==> src/wdog_tick_defs.svh <==
// offsets, field positions, reset values and counts of the watchdog and tick block
// assumes 8-bit registers on a plain strobe port, one byte per address
`ifndef WDOG_TICK_DEFS_SVH
`define WDOG_TICK_DEFS_SVH

// ----------------------------------------------------------------
// register offsets
// ----------------------------------------------------------------
`define OFS_WDOG_CONFIG 8'h00
`define OFS_WDOG_SERVICE 8'h01
`define OFS_TICK_PERIOD 8'h02
`define OFS_CLK_CTRL 8'h03
`define OFS_OSC_FILTER 8'h04
`define OFS_IRQ_MASK 8'h05
`define OFS_IRQ_STATUS 8'h06
`define OFS_STATUS 8'h07

// ----------------------------------------------------------------
// field positions
// ----------------------------------------------------------------
`define BIT_WINDOWED_EN 7
`define BIT_WDOG_CLK_SEL 6
`define BIT_PS_WDOG_RUN 5
`define BIT_TICK_CLK_SEL 0
`define BIT_PS_TICK_RUN 1
`define BIT_PSEUDO_STOP 2
`define BIT_EXT_OSC_EN 3
`define BIT_FLAG_TICK 0
`define BIT_FLAG_PLL 1
`define BIT_FLAG_OSC 2
`define BIT_FLAG_LV 3

// ----------------------------------------------------------------
// service bytes, reset values, counts
// ----------------------------------------------------------------
`define SVC_FIRST 8'h55
`define SVC_SECOND 8'hAA
`define RST_WDOG_CONFIG 8'h00
`define RST_TICK_PERIOD 8'h00
`define RST_CLK_CTRL 8'h00
`define RST_OSC_FILTER 5'h00
`define RST_IRQ_MASK 4'h0
`define WDOG_EXP_BASE 8
`define TICK_UNIT_SHIFT 4

`endif

==> src/wdog_tick_pkg.sv <==
// types shared by the watchdog and tick block
// assumes wdog_tick_defs.svh for all numbers
package wdog_tick_pkg;

  // service sequence position
  typedef enum logic {svc_idle, svc_armed} svc_state_t;

  typedef logic [23:0] count_t;

endpackage

==> src/period_timer.sv <==
// free running period counter that advances on source ticks
// assumes adv is a one-cycle pulse in the ref_clk domain
`timescale 1ns/1ps
module period_timer
(
  input wire logic ref_clk,
  input wire logic rstn,
  input wire logic adv,
  input wire logic restart,
  input wire wdog_tick_pkg::count_t limit,
  output wdog_tick_pkg::count_t count,
  output logic expire
);

  // last count of a period reached on an advancing tick
  wire logic at_end;
  assign at_end = (limit != 24'h000000) && (count >= limit - 24'h000001);
  assign expire = adv && at_end && !restart;

  // count and wrap, restart wins
  always_ff @(posedge ref_clk)
  begin
    if (!rstn || restart)
      count <= 24'h000000;
    else if (adv && limit != 24'h000000)
      count <= at_end ? 24'h000000 : count + 24'h000001;
  end

endmodule

==> src/sticky_flag.sv <==
// sticky status flag, set wins over clear
// assumes set and clr are synchronous to ref_clk
`timescale 1ns/1ps
module sticky_flag
(
  input wire logic ref_clk,
  input wire logic rstn,
  input wire logic set,
  input wire logic clr,
  output logic flag
);

  // hold until cleared, a same-cycle set survives the clear
  always_ff @(posedge ref_clk)
  begin
    if (!rstn)
      flag <= 1'b0;
    else if (set)
      flag <= 1'b1;
    else if (clr)
      flag <= 1'b0;
  end

endmodule

==> src/wdog_tick_status.sv <==
// watchdog, periodic tick and clock/voltage status flags with one interrupt
// assumes source clocks arrive as one-cycle tick pulses synchronous to ref_clk
//
// Contract
// watchdog counts internal or oscillator ticks per wdog_clk_sel
// in stop mode watchdog runs only under pseudo stop, oscillator source, run bit
// three-bit period field gives seven periods, zero turns watchdog off
// writing 0x55 then 0xAA restarts the watchdog period
// expiry without service raises watchdog reset
// any other service byte raises watchdog reset at once
// windowed mode accepts service only in last quarter, earlier resets
// tick counter source select and stop-mode run like the watchdog
// tick end sets tick flag, next period starts, interrupt if enabled
// any write to tick period register restarts the tick period
// pll settled toggle sets its flag, writing one clears it
// pll flag gives no interrupt while its enable is zero
// qualified status zero with oscillator off, filter zero follows pll
// qualified status change sets oscillator flag, interrupt when enabled
// losing pll settled status clears qualified status
// full performance mode low-voltage bit follows comparator, change sets flag
// first normal-mode config write locks window enable and period
// flags stay until cleared, interrupt is OR of enabled flags
`timescale 1ns/1ps
`include "wdog_tick_defs.svh"
module wdog_tick_status
(
  input wire logic ref_clk,
  input wire logic rstn,
  input wire logic [7:0] addr,
  input wire logic [7:0] wdata,
  input wire logic wr_stb,
  input wire logic rd_stb,
  output logic [7:0] rdata,
  input wire logic internal_ref_clock,
  input wire logic ext_osc_clock,
  input wire logic stop_mode,
  input wire logic normal_mode,
  input wire logic full_performance_mode,
  input wire logic pll_settled,
  input wire logic osc_filter_ok,
  input wire logic supply_low,
  output logic wdog_reset,
  output logic irq
);

  // ----------------------------------------------------------------
  // functions
  // ----------------------------------------------------------------

  // watchdog period in source ticks, zero means off
  function automatic wdog_tick_pkg::count_t wdog_limit(input logic [2:0] sel);
    logic [4:0] shift;
    shift = 5'(`WDOG_EXP_BASE) + {1'b0, sel, 1'b0};
    wdog_limit = (sel == 3'h0) ? 24'h000000 : (24'h000001 << shift);
  endfunction

  // true while the count lies before the last quarter of the period
  function automatic logic before_window(input wdog_tick_pkg::count_t cnt,
                                         input wdog_tick_pkg::count_t lim);
    before_window = cnt < (lim - (lim >> 2));
  endfunction

  // ----------------------------------------------------------------
  // registers
  // ----------------------------------------------------------------
  logic windowed_wdog_en;
  logic wdog_clk_sel;
  logic pseudo_stop_wdog_run;
  logic [2:0] wdog_period_sel;
  logic wdog_locked;
  logic [7:0] tick_period;
  logic tick_clk_sel;
  logic pseudo_stop_tick_run;
  logic pseudo_stop_sel;
  logic ext_osc_enable;
  logic [4:0] osc_filter_setting;
  logic tick_irq_en;
  logic pll_settle_irq_en;
  logic osc_status_irq_en;
  logic low_voltage_irq_en;
  logic osc_qualified_status;
  logic low_voltage_status;
  logic pll_prev;
  wdog_tick_pkg::svc_state_t svc_state;

  // ----------------------------------------------------------------
  // bus decode
  // ----------------------------------------------------------------
  wire logic wr_config;
  wire logic wr_service;
  wire logic wr_tick;
  wire logic wr_clk;
  wire logic wr_filter;
  wire logic wr_mask;
  wire logic wr_status;
  wire logic rd_status;
  assign wr_config = wr_stb && addr == `OFS_WDOG_CONFIG;
  assign wr_service = wr_stb && addr == `OFS_WDOG_SERVICE;
  assign wr_tick = wr_stb && addr == `OFS_TICK_PERIOD;
  assign wr_clk = wr_stb && addr == `OFS_CLK_CTRL;
  assign wr_filter = wr_stb && addr == `OFS_OSC_FILTER;
  assign wr_mask = wr_stb && addr == `OFS_IRQ_MASK;
  assign wr_status = wr_stb && addr == `OFS_IRQ_STATUS;
  assign rd_status = rd_stb && addr == `OFS_IRQ_STATUS;

  // ----------------------------------------------------------------
  // watchdog timing
  // ----------------------------------------------------------------
  wire logic wdog_src;
  wire logic wdog_run;
  wire logic wdog_adv;
  wire wdog_tick_pkg::count_t wdog_lim;
  wdog_tick_pkg::count_t wdog_count;
  logic wdog_expire;
  assign wdog_src = wdog_clk_sel ? ext_osc_clock : internal_ref_clock;
  assign wdog_run = !stop_mode
                    || (pseudo_stop_sel && wdog_clk_sel && pseudo_stop_wdog_run);
  assign wdog_adv = wdog_src && wdog_run;
  assign wdog_lim = wdog_limit(wdog_period_sel);

  // service sequence decode
  wire logic svc_is_first;
  wire logic svc_is_second;
  wire logic svc_bad;
  wire logic svc_early;
  wire logic svc_done;
  wire logic wdog_fire;
  assign svc_is_first = wr_service && wdata == `SVC_FIRST;
  assign svc_is_second = wr_service && wdata == `SVC_SECOND;
  assign svc_bad = wr_service && !svc_is_first && !svc_is_second;
  assign svc_early = wr_service && windowed_wdog_en && wdog_lim != 24'h000000
                     && before_window(wdog_count, wdog_lim);
  assign svc_done = svc_is_second && svc_state == wdog_tick_pkg::svc_armed
                    && !svc_early;
  assign wdog_fire = wdog_expire || svc_bad || svc_early;

  period_timer wdog_timer
  (
    .ref_clk(ref_clk),
    .rstn(rstn),
    .adv(wdog_adv),
    .restart(svc_done || svc_bad || svc_early || wr_config), // expiry wraps on its own
    .limit(wdog_lim),
    .count(wdog_count),
    .expire(wdog_expire)
  );

  // service sequence state
  always_ff @(posedge ref_clk)
  begin
    if (!rstn || wdog_fire || svc_is_second)
      svc_state <= wdog_tick_pkg::svc_idle;
    else if (svc_is_first)
      svc_state <= wdog_tick_pkg::svc_armed;
  end

  // reset request pulse
  always_ff @(posedge ref_clk)
  begin
    if (!rstn)
      wdog_reset <= 1'b0;
    else
      wdog_reset <= wdog_fire;
  end

  // watchdog configuration with write-once lock
  always_ff @(posedge ref_clk)
  begin
    if (!rstn)
    begin
      {windowed_wdog_en, wdog_clk_sel, pseudo_stop_wdog_run, wdog_period_sel}
        <= 6'(`RST_WDOG_CONFIG);
      wdog_locked <= 1'b0;
    end
    else if (wr_config)
    begin
      wdog_clk_sel <= wdata[`BIT_WDOG_CLK_SEL];
      pseudo_stop_wdog_run <= wdata[`BIT_PS_WDOG_RUN];
      if (!wdog_locked)
      begin
        windowed_wdog_en <= wdata[`BIT_WINDOWED_EN];
        wdog_period_sel <= wdata[2:0];
      end
      if (normal_mode)
        wdog_locked <= 1'b1;
    end
  end

  // ----------------------------------------------------------------
  // periodic tick
  // ----------------------------------------------------------------
  wire logic tick_src;
  wire logic tick_run;
  wire wdog_tick_pkg::count_t tick_lim;
  wdog_tick_pkg::count_t tick_count;
  logic tick_expire;
  assign tick_src = tick_clk_sel ? ext_osc_clock : internal_ref_clock;
  assign tick_run = !stop_mode
                    || (pseudo_stop_sel && tick_clk_sel && pseudo_stop_tick_run);
  assign tick_lim = {12'h000, tick_period, 4'h0};

  period_timer tick_timer
  (
    .ref_clk(ref_clk),
    .rstn(rstn),
    .adv(tick_src && tick_run),
    .restart(wr_tick),
    .limit(tick_lim),
    .count(tick_count),
    .expire(tick_expire)
  );

  // tick period and clock control
  always_ff @(posedge ref_clk)
  begin
    if (!rstn)
    begin
      tick_period <= `RST_TICK_PERIOD;
      {ext_osc_enable, pseudo_stop_sel, pseudo_stop_tick_run, tick_clk_sel} <= 4'(`RST_CLK_CTRL);
      osc_filter_setting <= `RST_OSC_FILTER;
      {low_voltage_irq_en, osc_status_irq_en, pll_settle_irq_en, tick_irq_en} <= `RST_IRQ_MASK;
    end
    else
    begin
      if (wr_tick)
        tick_period <= wdata;
      if (wr_clk)
        {ext_osc_enable, pseudo_stop_sel, pseudo_stop_tick_run, tick_clk_sel} <= wdata[3:0];
      if (wr_filter)
        osc_filter_setting <= wdata[4:0];
      if (wr_mask)
        {low_voltage_irq_en, osc_status_irq_en, pll_settle_irq_en, tick_irq_en} <= wdata[3:0];
    end
  end

  // ----------------------------------------------------------------
  // clock and voltage status
  // ----------------------------------------------------------------
  wire logic next_osc_qualified;
  wire logic next_low_voltage;
  assign next_osc_qualified = ext_osc_enable && pll_settled
                              && (osc_filter_setting == 5'h00 || osc_filter_ok);
  assign next_low_voltage = full_performance_mode ? supply_low : low_voltage_status;

  // status trackers
  always_ff @(posedge ref_clk)
  begin
    if (!rstn)
    begin
      osc_qualified_status <= 1'b0;
      low_voltage_status <= 1'b0;
      pll_prev <= 1'b0;
    end
    else
    begin
      osc_qualified_status <= next_osc_qualified;
      low_voltage_status <= next_low_voltage;
      pll_prev <= pll_settled;
    end
  end

  // ----------------------------------------------------------------
  // flags and interrupt
  // ----------------------------------------------------------------
  logic [3:0] flags;
  wire logic [3:0] flag_set;
  wire logic [3:0] flag_clr;
  wire logic [3:0] irq_en;
  assign flag_set[`BIT_FLAG_TICK] = tick_expire;
  assign flag_set[`BIT_FLAG_PLL] = pll_settled != pll_prev;
  assign flag_set[`BIT_FLAG_OSC] = next_osc_qualified != osc_qualified_status;
  assign flag_set[`BIT_FLAG_LV] = next_low_voltage != low_voltage_status;
  assign flag_clr = {4{rd_status}} | ({4{wr_status}} & wdata[3:0]);
  assign irq_en = {low_voltage_irq_en, osc_status_irq_en, pll_settle_irq_en, tick_irq_en};

  sticky_flag flag_bit[3:0]
  (
    .ref_clk(ref_clk),
    .rstn(rstn),
    .set(flag_set),
    .clr(flag_clr),
    .flag(flags)
  );

  // level interrupt from enabled flags
  always_ff @(posedge ref_clk)
  begin
    if (!rstn)
      irq <= 1'b0;
    else
      irq <= |(flags & irq_en);
  end

  // ----------------------------------------------------------------
  // read data
  // ----------------------------------------------------------------
  wire logic [7:0] rd_mux;
  assign rd_mux =
    (addr == `OFS_WDOG_CONFIG) ? {windowed_wdog_en, wdog_clk_sel, pseudo_stop_wdog_run,
                                  2'h0, wdog_period_sel} :
    (addr == `OFS_TICK_PERIOD) ? tick_period :
    (addr == `OFS_CLK_CTRL) ? {4'h0, ext_osc_enable, pseudo_stop_sel,
                               pseudo_stop_tick_run, tick_clk_sel} :
    (addr == `OFS_OSC_FILTER) ? {3'h0, osc_filter_setting} :
    (addr == `OFS_IRQ_MASK) ? {4'h0, irq_en} :
    (addr == `OFS_IRQ_STATUS) ? {4'h0, flags} :
    (addr == `OFS_STATUS) ? {4'h0, wdog_locked, low_voltage_status,
                             osc_qualified_status, pll_settled} :
    8'h00;

  // registered read answer, zero outside read cycles
  always_ff @(posedge ref_clk)
  begin
    if (!rstn)
      rdata <= 8'h00;
    else
      rdata <= rd_stb ? rd_mux : 8'h00;
  end

  // ----------------------------------------------------------------
  // assertions
  // ----------------------------------------------------------------
  property p_wdog_halt;
    @(posedge ref_clk) disable iff (!rstn)
      (stop_mode && !(pseudo_stop_sel && wdog_clk_sel && pseudo_stop_wdog_run)
       && !wr_stb && !wdog_fire) |=> $stable(wdog_count);
  endproperty
  a_wdog_halt: assert property (p_wdog_halt) else $error("watchdog ran in stop");

  property p_wdog_service;
    @(posedge ref_clk) disable iff (!rstn)
      (svc_is_second && svc_state == wdog_tick_pkg::svc_armed && !svc_early)
      |=> (wdog_count == 24'h000000) && !wdog_reset;
  endproperty
  a_wdog_service: assert property (p_wdog_service) else $error("service no restart");

  property p_wdog_expire;
    @(posedge ref_clk) disable iff (!rstn)
      (wdog_adv && wdog_lim != 24'h000000 && wdog_count == wdog_lim - 24'h000001
       && !wr_stb) |=> wdog_reset ##1 !wdog_reset;
  endproperty
  a_wdog_expire: assert property (p_wdog_expire) else $error("no timeout reset");

  property p_bad_byte;
    @(posedge ref_clk) disable iff (!rstn)
      (wr_service && wdata != `SVC_FIRST && wdata != `SVC_SECOND) |=> wdog_reset;
  endproperty
  a_bad_byte: assert property (p_bad_byte) else $error("bad byte no reset");

  property p_early_write;
    @(posedge ref_clk) disable iff (!rstn)
      (wr_service && windowed_wdog_en && wdog_period_sel != 3'h0
       && before_window(wdog_count, wdog_lim)) |=> wdog_reset;
  endproperty
  a_early_write: assert property (p_early_write) else $error("early write no reset");

  property p_tick_flag;
    @(posedge ref_clk) disable iff (!rstn)
      tick_expire |=> flags[`BIT_FLAG_TICK] && tick_count == 24'h000000;
  endproperty
  a_tick_flag: assert property (p_tick_flag) else $error("tick flag missing");

  property p_tick_restart;
    @(posedge ref_clk) disable iff (!rstn)
      wr_tick |=> tick_count == 24'h000000;
  endproperty
  a_tick_restart: assert property (p_tick_restart) else $error("tick not restarted");

  property p_pll_flag;
    @(posedge ref_clk) disable iff (!rstn)
      (pll_settled != $past(pll_settled)) |=> ##1 flags[`BIT_FLAG_PLL];
  endproperty
  a_pll_flag: assert property (p_pll_flag) else $error("pll flag missing");

  property p_osc_off;
    @(posedge ref_clk) disable iff (!rstn)
      (!ext_osc_enable || !pll_settled) |=> !osc_qualified_status;
  endproperty
  a_osc_off: assert property (p_osc_off) else $error("qualified while off");

  property p_lock;
    @(posedge ref_clk) disable iff (!rstn)
      (wdog_locked && wr_config) |=> $stable(wdog_period_sel) && $stable(windowed_wdog_en);
  endproperty
  a_lock: assert property (p_lock) else $error("locked field changed");

  property p_irq;
    @(posedge ref_clk) disable iff (!rstn)
      ##1 (irq == $past(|(flags & irq_en)));
  endproperty
  a_irq: assert property (p_irq) else $error("irq mismatch");

  c_service: cover property (@(posedge ref_clk) disable iff (!rstn) svc_done);
  c_timeout: cover property (@(posedge ref_clk) disable iff (!rstn) wdog_expire);
  c_tick: cover property (@(posedge ref_clk) disable iff (!rstn) tick_expire ##2 irq);
  c_osc: cover property (@(posedge ref_clk) disable iff (!rstn) flag_set[`BIT_FLAG_OSC]);

endmodule

==> config.mk <==
export PLATFORM = sky130hd
export DESIGN_NAME = wdog_tick_status
export DESIGN_NICKNAME = d
export VERILOG_FILES = /design/src/wdog_tick_pkg.sv /design/src/period_timer.sv /design/src/sticky_flag.sv /design/src/wdog_tick_status.sv
export VERILOG_INCLUDE_DIRS = /design/src
export SDC_FILE = /design/constraint.sdc
export NUM_CORES = 1
export LEC_CHECK = 0
export ABC_AREA = 1
export BUFFER_PORTS_ARGS = -buffer_cell sky130_fd_sc_hd__buf_2
export CORE_AREA = 2 2 111 113
export CTS_CLUSTER_DIAMETER = 30
export CTS_CLUSTER_SIZE = 25
export DETAILED_ROUTE_END_ITERATION = 16
export DIE_AREA = 0 0 113 115
export HOLD_SLACK_MARGIN = 0.06
export MAX_ROUTING_LAYER = met4
export PLACE_DENSITY = 0.77
export SYNTH_ARGS = -nofsm -noshare
export SYNTH_HDL_FRONTEND = slang
export SYNTH_SLANG_ARGS = --single-unit
==> constraint.sdc <==
create_clock -name ref_clk -period 3.95 [get_ports ref_clk]
set_input_delay 0.395 -clock ref_clk [delete_from_list [all_inputs] [get_ports ref_clk]]
set_output_delay 0.395 -clock ref_clk [all_outputs]
set_load 0.02 [all_outputs]
; ---- Yosys cells after proc, flatten, opt, wreduce, memory -nomap -nowiden
; Cells that the tools add are included.
[word_totals]
register_bits = 94
latchBits = 0
ram_bits = 0
rom_bits = 0
in_bits = 28
out_inout_bits = 10
wordCells = 144
mem_count = 0
[classes]
n_addsub = 6
mul = 0
n_div = 0
magnitude_cmp = 3
eq_ne = 12
shifts = 1
mux = 21
bitwise = 6
reduce_logical = 66
[op_table]
columns = op, count
row1 = $mux 24, 3
row2 = $add 24x1->24 const B, 2
row3 = $ge 24x24->1, 2
row4 = $reduce_bool 24->1, 2
row5 = $logic_and 1x1->1, 33
row6 = $eq 8x3->1 const B, 4
row7 = $lt 24x24->1, 1
row8 = $shl 1x5->24 const A, 1
row9 = $sub 24x1->24 const B, 1
row10 = $sub 24x22->24, 1
row11 = $eq 8x2->1 const B, 2
row12 = $mux 8, 2
row13 = $sub 12x1->13 const B, 1
row14 = $logic_or 1x1->1, 12
row15 = $mux 4, 3
row16 = $mux 1, 11
row17 = $mux 5, 2
row18 = $and 4x4->4, 2
row19 = $eq 8x1->1 const B, 1
row20 = $eq 8x7->1 const B, 1
row21 = $eq 8x8->1 const B, 1
row22 = $logic_not 8->1, 1
row23 = $reduce_bool 2->1, 4
row24 = $logic_not 1->1, 7
row25 = other kinds (9), 15

; ---- Logic depth before layout (Yosys ltp)
; Gate-level depths: netlist (run 1).
[depth]
depth_word = 17
ltp_mapped = 23
depth_no_buf = 22

; ---- Hierarchy
; A second synthesis (run 1) with hierarchy kept.
[hier_totals]
hier_cells = 1253
area_unflattened_um2 = 8408.1
[modules_own_cells]
columns = module, n_inst, cells_each, area_each_um2
row1 = wdog_tick_status, 1, 464, 3194.3
row2 = period_timer (tick_timer), 1, 387, 2519.9
row3 = period_timer (wdog_timer), 1, 378, 2518.7
row4 = sticky_flag, 4, 6, 43.8

; ---- Worst setup path after synthesis (run 1)
; Ideal clock, no wire load.
[synth_timing]
path_type = register -> register
startpoint = register wdog_period_sel[1]
endpoint = register wdog_timer.count[12]
setup_time_ns = 0.064
arrival_ns = 3.118
slack_ns = 0.768
path_stages_with_launch = 18
n_path_buf = 1
synth_period_minus_slack_ns = 3.182
path_cell_list = dfxtp_1 > nor3_1 > inv_1 > ha_1 > nor4_1 > nand2_1 > o211ai_1 > xor2_1 > ha_1 > nand3_1 > nor2_1 > nand4_1 > nand4_1 > nand3_1 > nor2_1 > nand3_2 > buf_6 > nor2_1
[synth_via]
elab_chain_cells = 12
elab_cells_between_ends = 20
cone_classes = add/sub: 3 / order compare: 2 / shift: 1 / mux: 2 / reduce/logical: 12
[synth_rtl]
columns = element, line
row1 = "start, declared", wdog_tick_status.sv:69  ; logic [2:0] wdog_period_sel;
row2 = "start signal, assigned", wdog_tick_status.sv:182  ; wdog_period_sel <= wdata[2:0];
row3 = $add 4x4->5, wdog_tick_status.sv:53  ; shift = 5'(`WDOG_EXP_BASE) + {1'b0, sel, 1'b0};
row4 = $shl 1x5->24, wdog_tick_status.sv:54  ; wdog_limit = (sel == 3'h0) ? 24'h000000 : (24'h000001 << shift);
row5 = $mux 24 *, wdog_tick_status.sv:54
row6 = $sub 24x22->24 / $reduce_bool 24->1 (equally long branches), --
row7 = $lt 24x24->1 / $logic_and 1x1->1 (equally long branches), "wdog_tick_status.sv:60, wdog_tick_status.sv:131"
row8 = $logic_and 1x1->1, wdog_tick_status.sv:132  ; && before_window(wdog_count, wdog_lim);
row9 = $logic_not 1->1, wdog_tick_status.sv:134  ; && !svc_early;
row10 = $logic_and 1x1->1, wdog_tick_status.sv:134
row11 = $logic_or 1x1->1 (3 in a row), wdog_tick_status.sv:142  ; .restart(svc_done || svc_bad || svc_early || wr_config),
row12 = $logic_or 1x1->1, period_timer.sv:23  ; if (!rstn || restart)
row13 = "end signal, assigned", period_timer.sv:26  ; count <= at_end ? 24'h000000 : count + 24'h000001;
row14 = "end, declared", period_timer.sv:11  ; output wdog_tick_pkg::count_t count,
; Every way passes the cells marked *; elsewhere a longest branch is shown, timed or not.
; A chain may end at the register's enable or synchronous reset.

; ---- Worst setup path after layout (run 1)
[layout_timing]
startpoint = register wdog_period_sel[0]
endpoint = register wdog_timer.count[12]
; The elaborated chain is that of the path after synthesis.

==> key figures, run 1 <==
Routing
  • Routed length per instance: 13.3 µm
  • Vias per inst: 5.31
  • DRC violations left: 0
  • Vias: 6481
  • Wirelength, routed: 16200 µm
  • Final antenna-violating net count: 0
  • DRT iter0 DRCs: 352
  • 1st-pass router iterations: 5

Placement
  • Pre-CTS WS: 0.231 ns
  • Dpl hpwl: 12800 µm
  • PortBufs: 37
  • Final Wtd Congestion: 0.935

Synthesis
  • Largest family of logic cells by synthesized area: simple AND/OR/NAND/NOR gates
  • Post-Syn Instances: 1006
  • Synth Area in XOR/XNOR: 5.57%
  • Post-synthesis sequential area ratio: 27.2%
  • Cell variety after synth: 42
  • FF+latch count, synth: 94
  • Post-synthesis mux area share: 0.145%
  • Adder-cell share of the synthesized area: 14.7%
  • Synth Warn #: 0
  • Compound-Gate Fraction of Synth Area: 11.5%
  • Syn Std Cell Area: 6910 µm²
  • Mapped Avg Cell Area: 6.87 µm²
  • Simple-gate share of the synthesized area: 32.1%

Critical path
  • Endpoint class of the critical path: flop
  • Worst path slowest cell: ha_1
  • Slowest stage delay, CP: 0.38 ns
  • Most frequent cell on the critical path: nor2_1
  • Startpoint type of the worst setup path: flop
  • Crit Path Class: reg -> reg
  • Data arrival time of the critical path: 3.86 ns
  • Critical path peak fanout: 18
  • RR Startpoint: wdog_period_sel[0]
  • Reg2reg end: wdog_timer.count[12]
  • R2R setup slack: 0.36 ns
  • Critical path cell sequence: inv_1 > nor3_1 > inv_1 > ha_1 > nor4_1 > nand2_1 > o211ai_1 > xor2_1 > ha_1 > nand3_1 > nor2_1 > nand4_1 > nand4_1 > nand3_1 > nor2_1 > nand3_4 > nor2_1
  • Reg2Reg Depth: 17
  • Required time of the critical path: 4.23 ns

Worst hold path
  • Hold_sp: normal_mode
  • Hold Crit Class: in -> reg
  • Destination of the worst hold path: wdog_locked
  • Hold depth: 3

Layout
  • Commonest cells after routing, fill and taps aside: 207 x nand2_1, 146 x inv_1, 128 x nor2_1
  • Layout cell share with drive strength beyond 1: 8.01%
  • Commonest non-fill, non-tap cell in the layout: nand2_1
  • Layout area overhead: 10.5%
  • Diode count: 0
  • Final net count: 1177

Timing
  • Fmax: 279 MHz
  • Min Hold Slack: 0.289 ns
  • Max-slew violations: 0
  • Max_slew headroom: 51.0%
  • Final worst setup slack: 0.363 ns
  • Fraction of the cycle the final worst path needs: 90.8%
  • Final setup viols: 0
  • Minimum clock period: 3.59 ns
  • Sum Neg Setup Slack: 0 ns
  • Final Hold Vio Count: 0
  • Worst Skew: 0.00932 ns
  • Worst Tran Pin Value: 0.730 ns

Power
  • Peak supply drop: 0.330 mV
  • Lkg Pwr: 0.00378 µW
  • P per Cell Area: 266 nW/µm²
  • Total Power: 2030 µW

Floorplanning
  • Die ar.: 13000 µm²
  • Die height: 115 µm
  • Starting Density: 58.5%
  • Core area: 11800 µm²
  • Top-Level Pins: 38
  • Row Count: 40
  • Die width: 113 µm

Status
  • Status: complete, no violations

Clocking
  • Clk root buf: clkbuf_16
  • Clock Pin Slew Worst Setup and Hold Paths: 0.07 ns
  • Num CTS Buffers: 9
  • CTS Buffer Depth: 2
  • H-Tree Depth: 3
  • Hold_buf cts: 0
  • Clock network latency to the later pin of the worst-skew pair: 0.35 ns
  • CTS tree: yes
  • Clock Sinks: 94

GRT
  • Total gr overflow: 0
  • First-pass GRT wire length: 27700 µm
  • Number of global-route vias before repair: 5979
  • GRT Overall Usage: 26.8%
  • Pin count of the biggest net entering global routing: 29
  • Initial antenna violation count: 0

Job
  • Max-cap violations: 0
-- synthesized netlist by cell type --
cell       instances  area (µm²)
buf_6              2        22.5
conb_1             2        7.51
a21o_1             2        15.0
nor2_2             4        25.0
inv_1            146         548
o21a_1             1        7.51
nor3_1            22         110
o211ai_1          10        75.1
nor3_4             1        16.3
nor2_1           128         480
or2_2              2        12.5
nor4_1             8        50.1
and3_1             1        6.26
nand2_1          207         777
nand3_2            1        10.0
xnor2_1            8        70.1
nand4_4            1        21.3
nor4_4             2        42.5
a211o_1            1        8.76
xor2_1            36         315
a211oi_1           7        52.6
a21oi_1           64         320
nand3b_4           1        20.0
nor3b_1            2        15.0
o31ai_1            1        7.51
o21ai_0           49         245
clkbuf_1           5        18.8
o22ai_1            4        25.0
nand2_4            4        45.0
mux2i_1            1        10.0
nor2_4             6        67.6
nand4_1           21         131
nor3_2             1        10.0
inv_2              3        11.3
nand3_1           63         315
o2111ai_1          1        8.76
dfxtp_1           94        1880
nand2_2            4        25.0
o21bai_1           3        22.5
a221oi_1           1        8.76
ha_1              81        1010
nand3b_1           5        37.5
-- routing by layer --
| metal | track usage [%] | wire length, µm | up-vias |
|---|---|---|---|
| met3 | 3.80 | 708 | 27 |
| met1 | 35.4 | 7880 | 2916 |
| met5 | - | 0 | - |
| met2 | 43.3 | 7350 | 142 |
| met4 | 7.15 | 238 | 0 |
| li1 | - | - | 3396 |
-- critical path, delay by kind of cell, from the launching register on --
kind | cells | cell delay (ns)
AND/OR/NAND/NOR | 11 | 1.86
XOR/XNOR | 1 | 0.11
AO/OA/AOI/OAI | 1 | 0.28
buffers and inverters | 2 | 0.27
flip-flops | 1 | 0.33
adder cells (fa/ha/maj) | 2 | 0.67
-- where the power goes --
part / switching, µW / leakage, µW / internal [µW]
registers: 4.33 / 0.000759 / 953
logic: 115 / 0.00288 / 56.6
clock network: 404 / 0.000141 / 497
total: 523 / 0.00378 / 1510
-- cell families (layout without fill, tap and decap cells) --
logic type / after synthesis / count (layout)
compound gates: 144 / 144
xor+xnor: 44 / 44
buf+inv: 156 / 203
other cells: 2 / 22
simple gates: 484 / 484
fa+ha+maj: 81 / 81
flops: 94 / 94
mux: 1 / 1
-- metrics by stage --
stage               cells  cell area, µm²  utilization (%)
floorplan            1026            6990                -
global placement     1204            7320             62.0
detailed placement   1204            7320             62.0
CTS                  1220            7620             64.5
global route         1220            7640             64.7
finish               1220            7640             64.7
-- registers in the layout, indices dropped and copies added, names as in the netlist, 3 cells and up --
name and flops:
wdog_timer.count 24, tick_timer.count 24, wdog_period_sel 3, tick_period 8
rdata 8, osc_filter_setting 5, flag_bit.flag 4
-- final cells by class --
class / count / area, µm²
Clock buffer: 10 / 229
Clock inverter: 6 / 70.1
Fill cell: 1097 / 4170
Inverter: 149 / 559
Multi-Input combinational cell: 776 / 4520
Sequential cell: 94 / 1880
Tap cell: 147 / 184
Timing Repair Buffer: 38 / 193
-- repair_timing --
item | CTS | global route
buffers inserted | 0 | 0
setup endpoints to repair | 0 | 24
resized for setup | 0 | 4
-- worst max-delay path by stage --
| stage | start | end | cells after the start |
|---|---|---|---|
| finish | wdog_period_sel[0] | wdog_timer.count[12] | 17 |
| global route | wdog_period_sel[2] | wdog_timer.count[12] | 18 |
| CTS | wdog_period_sel[1] | wdog_timer.count[12] | 19 |
| detailed placement | wdog_period_sel[1] | wdog_timer.count[18] | 19 |
| global placement | wdog_period_sel[1] | wdog_timer.count[3] | 19 |
| floorplan | wdog_period_sel[1] | wdog_timer.count[12] | 17 |
Power figures use the tool's default switching activity.
==> run 2, diff against run 1 <==
Settings changed: CORE_AREA 2 2 111 113 to 2 2 122 124, DIE_AREA 0 0 113 115 to 0 0 124 126, RECOVER_POWER set to 50, SYNTH_HIERARCHICAL set to 1.
==> run 2 against run 1 <==
The flow now finishes with violations (capacitance limit, slew limit). Synthesized cell count increased by 25%. Die area increased by 20%. Sequential power about the same. Routed wire length increased by 23%. Area after synthesis increased by 22%. Total power increased by 5.2%. Global-route usage increased by 0.68 points. Fmax increased by 0.69%. Count of clock-buffer cells in the layout decreased by 1. Clock power decreased by 2%. Cell count increased by 30%. Critical path type unchanged.
==> key figures, run 2 <==
Placement
  • PortBufs: 37 (unchanged)
  • Pre-CTS WS: 0.329 ns (+0.0975 ns)
  • Placed Cells: 1572 (+31%)
  • Dpl hpwl: 15800 µm (+23%)
  • Final Wtd Congestion: 0.920 (-1.6%)

Layout
  • Fillcell total: 1359 (+24%)
  • Largest registers: tick_timer/count x24, wdog_timer/count x24
  • Diode count: 0 (unchanged)
  • Layout cell share with drive strength beyond 1: 11.3% (+3.3 points)
  • Final net count: 1510 (+28%)
  • Fin cells: 1588 (+30%)
  • Layout area overhead: 11.6%
  • Commonest cells after routing, fill and taps aside: 261 x nand2_1, 176 x inv_1, 171 x nor2_1
  • Commonest non-fill, non-tap cell in the layout: nand2_1

Timing
  • Unrepaired setup endpoints after global routing: false
  • Fraction of the cycle the final worst path needs: 90.2% (-0.63 points)
  • Max_slew headroom: -11.9% (-63 points)
  • Worst Skew: 0.00860 ns (-0.000717 ns)
  • Final Hold Vio Count: 0 (unchanged)
  • Min Hold Slack: 0.294 ns (+0.00478 ns)
  • Max-slew violations: 21 (+21)
  • Minimum clock period: 3.56 ns (-0.0247 ns)
  • Sum Neg Setup Slack: 0 ns (unchanged)
  • Final worst setup slack: 0.388 ns (+0.0247 ns)
  • Final setup viols: 0 (unchanged)
  • Worst Tran Pin Value: 1.67 ns (+0.942 ns)
  • Fmax: 281 MHz (+0.69%)

Critical path
  • Endpoint class of the critical path: flop
  • Critical path peak fanout: 23 (+5)
  • Slowest stage delay, CP: 0.38 ns (about the same)
  • Most frequent cell on the critical path: nand2_1
  • Data arrival time of the critical path: 3.84 ns (-0.02 ns)
  • Required time of the critical path: 4.23 ns (about the same)
  • Startpoint type of the worst setup path: flop
  • Critical path cell sequence: inv_1 > nor3_2 > inv_1 > ha_1 > inv_1 > a21oi_1 > o21ai_0 > xor2_1 > ha_1 > nand2_1 > nor2_1 > nand2_1 > nand2_1 > inv_1 > nand2_1 > nand2_1 > nand2_1 > nand2_1 > nor2_1 > nand2_4 > nor2_1
  • Worst path slowest cell: dfxtp_1
  • R2R setup slack: 0.39 ns (+0.02 ns)
  • Crit Path Class: reg -> reg

Power
  • Lkg Pwr: 0.00456 µW (+21%)
  • Peak supply drop: 0.227 mV (-31%)
  • Comb power frac: 13.8% (+5.3 points)
  • Net Sw Frac: 29.8% (+4.1 points)
  • Sw Pwr: 637 µW (+22%)
  • Flop pwr share: 44.9% (-2.2 points)
  • Total Power: 2130 µW (+5.2%)
  • P per Cell Area: 227 nW/µm² (-14%)
  • P_int: 1500 µW (-0.60%)
  • Clk pwr share: 41.4% (-3.0 points)

Floorplanning
  • Row Count: 44 (+10%)
  • Starting Density: 58.7% (+0.20 points)
  • Top-Level Pins: 38 (unchanged)
  • Die height: 126 µm (+9.6%)
  • Die width: 124 µm (+9.7%)
  • Core area: 14300 µm² (+21%)
  • Die ar.: 15600 µm² (+20%)

Status
  • Status: complete, but fails checks
  • Failing checks: capacitance limit, slew limit

Synthesis
  • FF+latch count, synth: 94 (unchanged)
  • Synth top area share: 22.4% (-4.8 points)
  • Cell variety after synth: 53 (+26%)
  • Count leader, synth: nand2_1
  • Ys async rst share: 0% (unchanged)
  • Synth area leader: dfxtp_1
  • Synth Warn #: 6 (+6)
  • Syn Std Cell Area: 8410 µm² (+22%)
  • Post-synth top cells: 261 x nand2_1, 176 x inv_1, 169 x nor2_1
  • Post-synthesis sequential area ratio: 22.4% (-4.8 points)
  • Number of flops mapped to enable cells by yosys: 0 (unchanged)
  • Post-Syn Instances: 1253 (+25%)
  • Mapped Avg Cell Area: 6.71 µm² (-2.4%)
  • Primary FF master, synth: dfxtp_1
  • Ranking of synthesized cells by area: dfxtp_1 22%, ha_1 12%, nand2_1 12%

Clocking
  • Clock Pin Slew Worst Setup and Hold Paths: 0.07 ns (about the same)
  • Clock Sinks: 94 (unchanged)
  • CTS Buffer Depth: 2 (unchanged)
  • Hold_buf cts: 0 (unchanged)
  • Clock network latency to the later pin of the worst-skew pair: 0.35 ns (about the same)
  • Num CTS Buffers: 9 (unchanged)
  • Clk root buf: clkbuf_16
  • H-Tree Depth: 3 (unchanged)
  • Postcts setup bufs: 0 (unchanged)
  • CTS tree: yes
  • Number of cells upsized or downsized after cts: 0 (unchanged)

Routing
  • Final antenna-violating net count: 0 (unchanged)
  • 1st-pass router iterations: 5 (unchanged)
  • DRC violations left: 0 (unchanged)
  • Wirelength, routed: 19900 µm (+23%)
  • Vias: 7883 (+22%)
  • Vias per inst: 4.96 (-6.6%)
  • Routed length per instance: 12.5 µm (-5.7%)
  • DRT iter0 DRCs: 564 (+60%)

GRT
  • First-pass GRT wire length: 33300 µm (+20%)
  • Number of global-route vias before repair: 7235 (+21%)
  • Initial antenna violation count: 0 (unchanged)
  • Total gr overflow: 0 (unchanged)
  • Pin count of the biggest net entering global routing: 38 (+31%)
  • GRT Overall Usage: 27.5% (+0.68 points)

Worst hold path
  • Hold Crit Class: in -> reg

Job
  • Max-cap violations: 1 (+1)
run 2: changes by cell type after synthesis, sizes merged, moves of 7 or more:
cell and change:
nor2 +93, nand2 +63, inv +35, xnor2 +29, nand3 +15, xor2 +11
buf +9, o211ai -9, or2 +8, nor3 +7
run 2: stage by stage:
step	utilization (%)	cell area, µm²
after floorplan	-	8820
after global placement	63.8	9130
after detailed placement	63.8	9130
after CTS	65.8	9430
after global routing	65.6	9390
final	65.6	9390
run 2: power by group through the flow:
stage,sequential [µW],combinational [µW],clock [µW]
5_1_grt,959,336,930
2_1_floorplan,979,227,0
6_report,958,294,883
3_3_place_gp,980,276,0
3_5_place_dp,980,281,0
4_1_cts,958,282,897
run 2: routing by layer:
metal  track usage (%)  vias to the layer above  share of wire (%)
li1                  -                     4173                  -
met1              38.1                     3486                 48
met2              42.3                      197                 45
met3              2.58                       27                5.0
met4              8.59                        0                1.8
met5                 -                        -                  0
run 2: cell families after synthesis:
group           Yosys count  share of synthesized area (%)
fa+ha+maj                83                           12.4
simple gates            660                           37.6
compound gates          133                           8.94
other cells               2                         0.0893
buf+inv                 197                           9.75
xor+xnor                 84                           8.75
flops                    94                           22.4
run 2: worst paths after layout:
check	from	to	depth (start not counted)
worst max-delay path	wdog_period_sel[0]	wdog_timer/count[23]	21
worst min-delay path	pll_settled	pll_prev	3
worst max register to register	wdog_period_sel[0]	wdog_timer/count[23]	21
worst min register to register	flag_bit[1]/flag	flag_bit[1]/flag	2
run 2: cell type report:
class	count	area, µm²	share of cell area (%)
repair buffers	38	179	1.91
clock buffers	9	225	2.40
multi-input cells	1071	6090	64.9
clock inverters	7	70.1	0.747
flip-flops and latches	94	1880	20.1
well taps	184	230	2.45
inverters	185	709	7.56
run 2: critical path: cells and delay by family (launching register included):
kind	cells	cell delay, ns
AOI/OAI and AO/OA	2	0.35
xor gates and xnor gates	1	0.18
DFF	1	0.38
adders and majority gates	2	0.65
and+or+nand+nor	12	1.53
buffers and inverters	4	0.38
==> run 3, diff against run 2 <==
Settings changed: CORE_AREA 2 2 122 124 to 2 2 111 113, DIE_AREA 0 0 124 126 to 0 0 113 115, SYNTH_HIERARCHICAL 1 to unset.
==> run 3 against run 2 <==
The run still ends with capacitance limit, slew limit left. Via count is 18% lower. Routed wire length is 19% lower. Sequential power hardly changed. Critical path depth is 4 lower. Core utilization is 1.2 points lower. Fmax is 0.85% lower. Clock skew is 0.00066 ns lower. Global-route usage is 0.68 points lower. Critical endpoint is now wdog_timer.count[12]. Largest cell class unchanged.
==> key figures, run 3 (synthesis gave the netlist of run 1 again) <==
Layout
  • Diode count: 0 (unchanged)
  • Commonest cells after routing, fill and taps aside: 207 x nand2_1, 146 x inv_1, 129 x nor2_1
  • Largest registers: tick_timer.count x24, wdog_timer.count x24
  • Commonest non-fill, non-tap cell in the layout: nand2_1
  • Post-layout util: 64.4% (-1.2 points)
  • Final net count: 1177 (-22%)
  • Layout cell share with drive strength beyond 1: 6.80% (-4.5 points)
  • Final instance area: 7610 µm² (-19%)
  • Layout area overhead: 10.0%

Timing
  • Final worst setup slack: 0.358 ns (-0.0304 ns)
  • Min Hold Slack: 0.289 ns (-0.00468 ns)
  • Final Hold Vio Count: 0 (unchanged)
  • Max_slew headroom: -39.3% (-27 points)
  • Worst Skew: 0.00794 ns (-0.000656 ns)
  • Minimum clock period: 3.59 ns (+0.0304 ns)
  • Max-slew violations: 16 (-24%)
  • Final setup viols: 0 (unchanged)
  • Fmax: 278 MHz (-0.85%)
  • Fraction of the cycle the final worst path needs: 90.9% (+0.77 points)
  • Worst Tran Pin Value: 2.07 ns (+0.399 ns)

Critical path
  • Endpoint class of the critical path: flop
  • Worst path depth: 17 (-19%)
  • Most frequent cell on the critical path: nor2_1
  • Reg2Reg Depth: 17 (-19%)
  • Critical path peak fanout: 18 (-22%)
  • Startpoint type of the worst setup path: flop
  • Critical path cell sequence: inv_1 > nor3_1 > inv_1 > ha_1 > nor4_1 > nand2_1 > o211ai_1 > xor2_1 > ha_1 > nand3_1 > nor2_1 > nand4_1 > nand4_1 > nand3_1 > nor2_1 > nand3_4 > nor2_1
  • Worst path slowest cell: ha_1
  • CP bufs+invs: 2 (-2)
  • Slowest stage delay, CP: 0.38 ns (about the same)
  • Crit Path Class: reg -> reg
  • Crit-path leading delay family: simple AND/OR/NAND/NOR gates
  • Data arrival time of the critical path: 3.87 ns (+0.03 ns)
  • Required time of the critical path: 4.23 ns (about the same)

GRT
  • GRT Overall Usage: 26.8% (-0.68 points)
  • First-pass GRT wire length: 27700 µm (-17%)
  • Initial antenna violation count: 0 (unchanged)
  • Number of global-route vias before repair: 5979 (-17%)
  • Total gr overflow: 0 (unchanged)
  • Pin count of the biggest net entering global routing: 29 (-24%)

Clocking
  • Clk root buf: clkbuf_16
  • Num CTS Buffers: 9 (unchanged)
  • Clock network latency to the later pin of the worst-skew pair: 0.35 ns (about the same)
  • Clock Pin Slew Worst Setup and Hold Paths: 0.07 ns (about the same)
  • Hold_buf cts: 0 (unchanged)
  • CTS tree: yes
  • Clock Sinks: 94 (unchanged)
  • Postcts setup bufs: 0 (unchanged)
  • H-Tree Depth: 3 (unchanged)
  • CTS Buffer Depth: 2 (unchanged)

Routing
  • 1st-pass router iterations: 5 (unchanged)
  • Vias: 6474 (-18%)
  • Wirelength, routed: 16200 µm (-19%)
  • DRT iter0 DRCs: 341 (-40%)
  • Routed length per instance: 13.3 µm (+5.9%)
  • Final antenna-violating net count: 0 (unchanged)
  • DRC violations left: 0 (unchanged)
  • Vias per inst: 5.31 (+6.9%)

Floorplanning
  • Starting Density: 58.5% (-0.20 points)
  • Top-Level Pins: 38 (unchanged)
  • Die height: 115 µm (-8.7%)
  • Row Count: 40 (-9.1%)
  • Die width: 113 µm (-8.9%)
  • Die ar.: 13000 µm² (-17%)
  • Core area: 11800 µm² (-17%)

Status
  • Failing checks: capacitance limit, slew limit
  • Status: complete, but fails checks

Placement
  • Dpl hpwl: 12800 µm (-19%)
  • PortBufs: 37 (unchanged)
  • Cell area after placement: 7320 µm² (-20%)
  • Final Wtd Congestion: 0.935 (+1.6%)
  • Pre-CTS WS: 0.231 ns (-0.0975 ns)

Power
  • Peak supply drop: 0.331 mV (+46%)
  • Total Power: 2030 µW (-5.1%)
  • Lkg Pwr: 0.00373 µW (-18%)
  • P per Cell Area: 266 nW/µm² (+17%)

Worst hold path
  • Hold depth: 3 (unchanged)
  • Hold Crit Class: in -> reg

Job
  • Max-cap violations: 1 (unchanged)
==> run 3: worst paths after layout <==
kind	startpoint	endpoint	slack, ns
worst min-delay path	normal_mode	wdog_locked	0.29
worst max-delay path	wdog_period_sel[0]	wdog_timer.count[12]	0.36
worst max register to register	wdog_period_sel[0]	wdog_timer.count[12]	0.36
worst min register to register	pll_settle_irq_en	pll_settle_irq_en	0.48
==> run 3: per-layer routing <==
metal | global-route usage, % | share of wire (%) | vias to the layer above
met5 | - | 0 | -
met4 | 7.15 | 1.5 | 0
met3 | 3.80 | 4.1 | 24
met2 | 43.3 | 45 | 136
met1 | 35.4 | 49 | 2920
li1 | - | - | 3394
==> run 3: power breakdown <==
| group | internal, µW | switching [µW] |
|---|---|---|
| sequential | 953 | 4.33 |
| combinational | 56.3 | 114 |
| clock | 497 | 402 |
| total | 1510 | 520 |
==> run 3: final cells by class <==
| type | instances | area, µm² |
|---|---|---|
| multi-input cells | 776 | 4500 |
| flip-flops and latches | 94 | 1880 |
| fillers | 1106 | 4200 |
| clock inverters | 6 | 70.1 |
| repair buffers | 38 | 179 |
| clock buffers | 10 | 229 |
| inverters | 149 | 559 |
| well taps | 147 | 184 |
==> run 3: worst register-to-register path, cell delays in order (launching register included) <==
cell and delay (ns):
dfxtp_1 0.33, inv_1 0.12, nor3_1 0.27, inv_1 0.15
ha_1 0.38, nor4_1 0.32, nand2_1 0.09, o211ai_1 0.28
xor2_1 0.11, ha_1 0.29, nand3_1 0.09, nor2_1 0.15
nand4_1 0.10, nand4_1 0.10, nand3_1 0.06, nor2_1 0.23
nand3_4 0.27, nor2_1 0.19
==> run 3: repair_timing <==
item,4_1_cts,5_1_grt
setup endpoints to repair,0,24
resized for setup,0,4
hold endpoints to repair,0,0
==> run 3: metrics by stage <==
stage | instances | setup TNS, ns
floorplan | 1026 | 0
global placement | 1204 | 0
detailed placement | 1204 | 0
CTS | 1220 | 0
global route | 1220 | -0.000197
finish | 1220 | 0
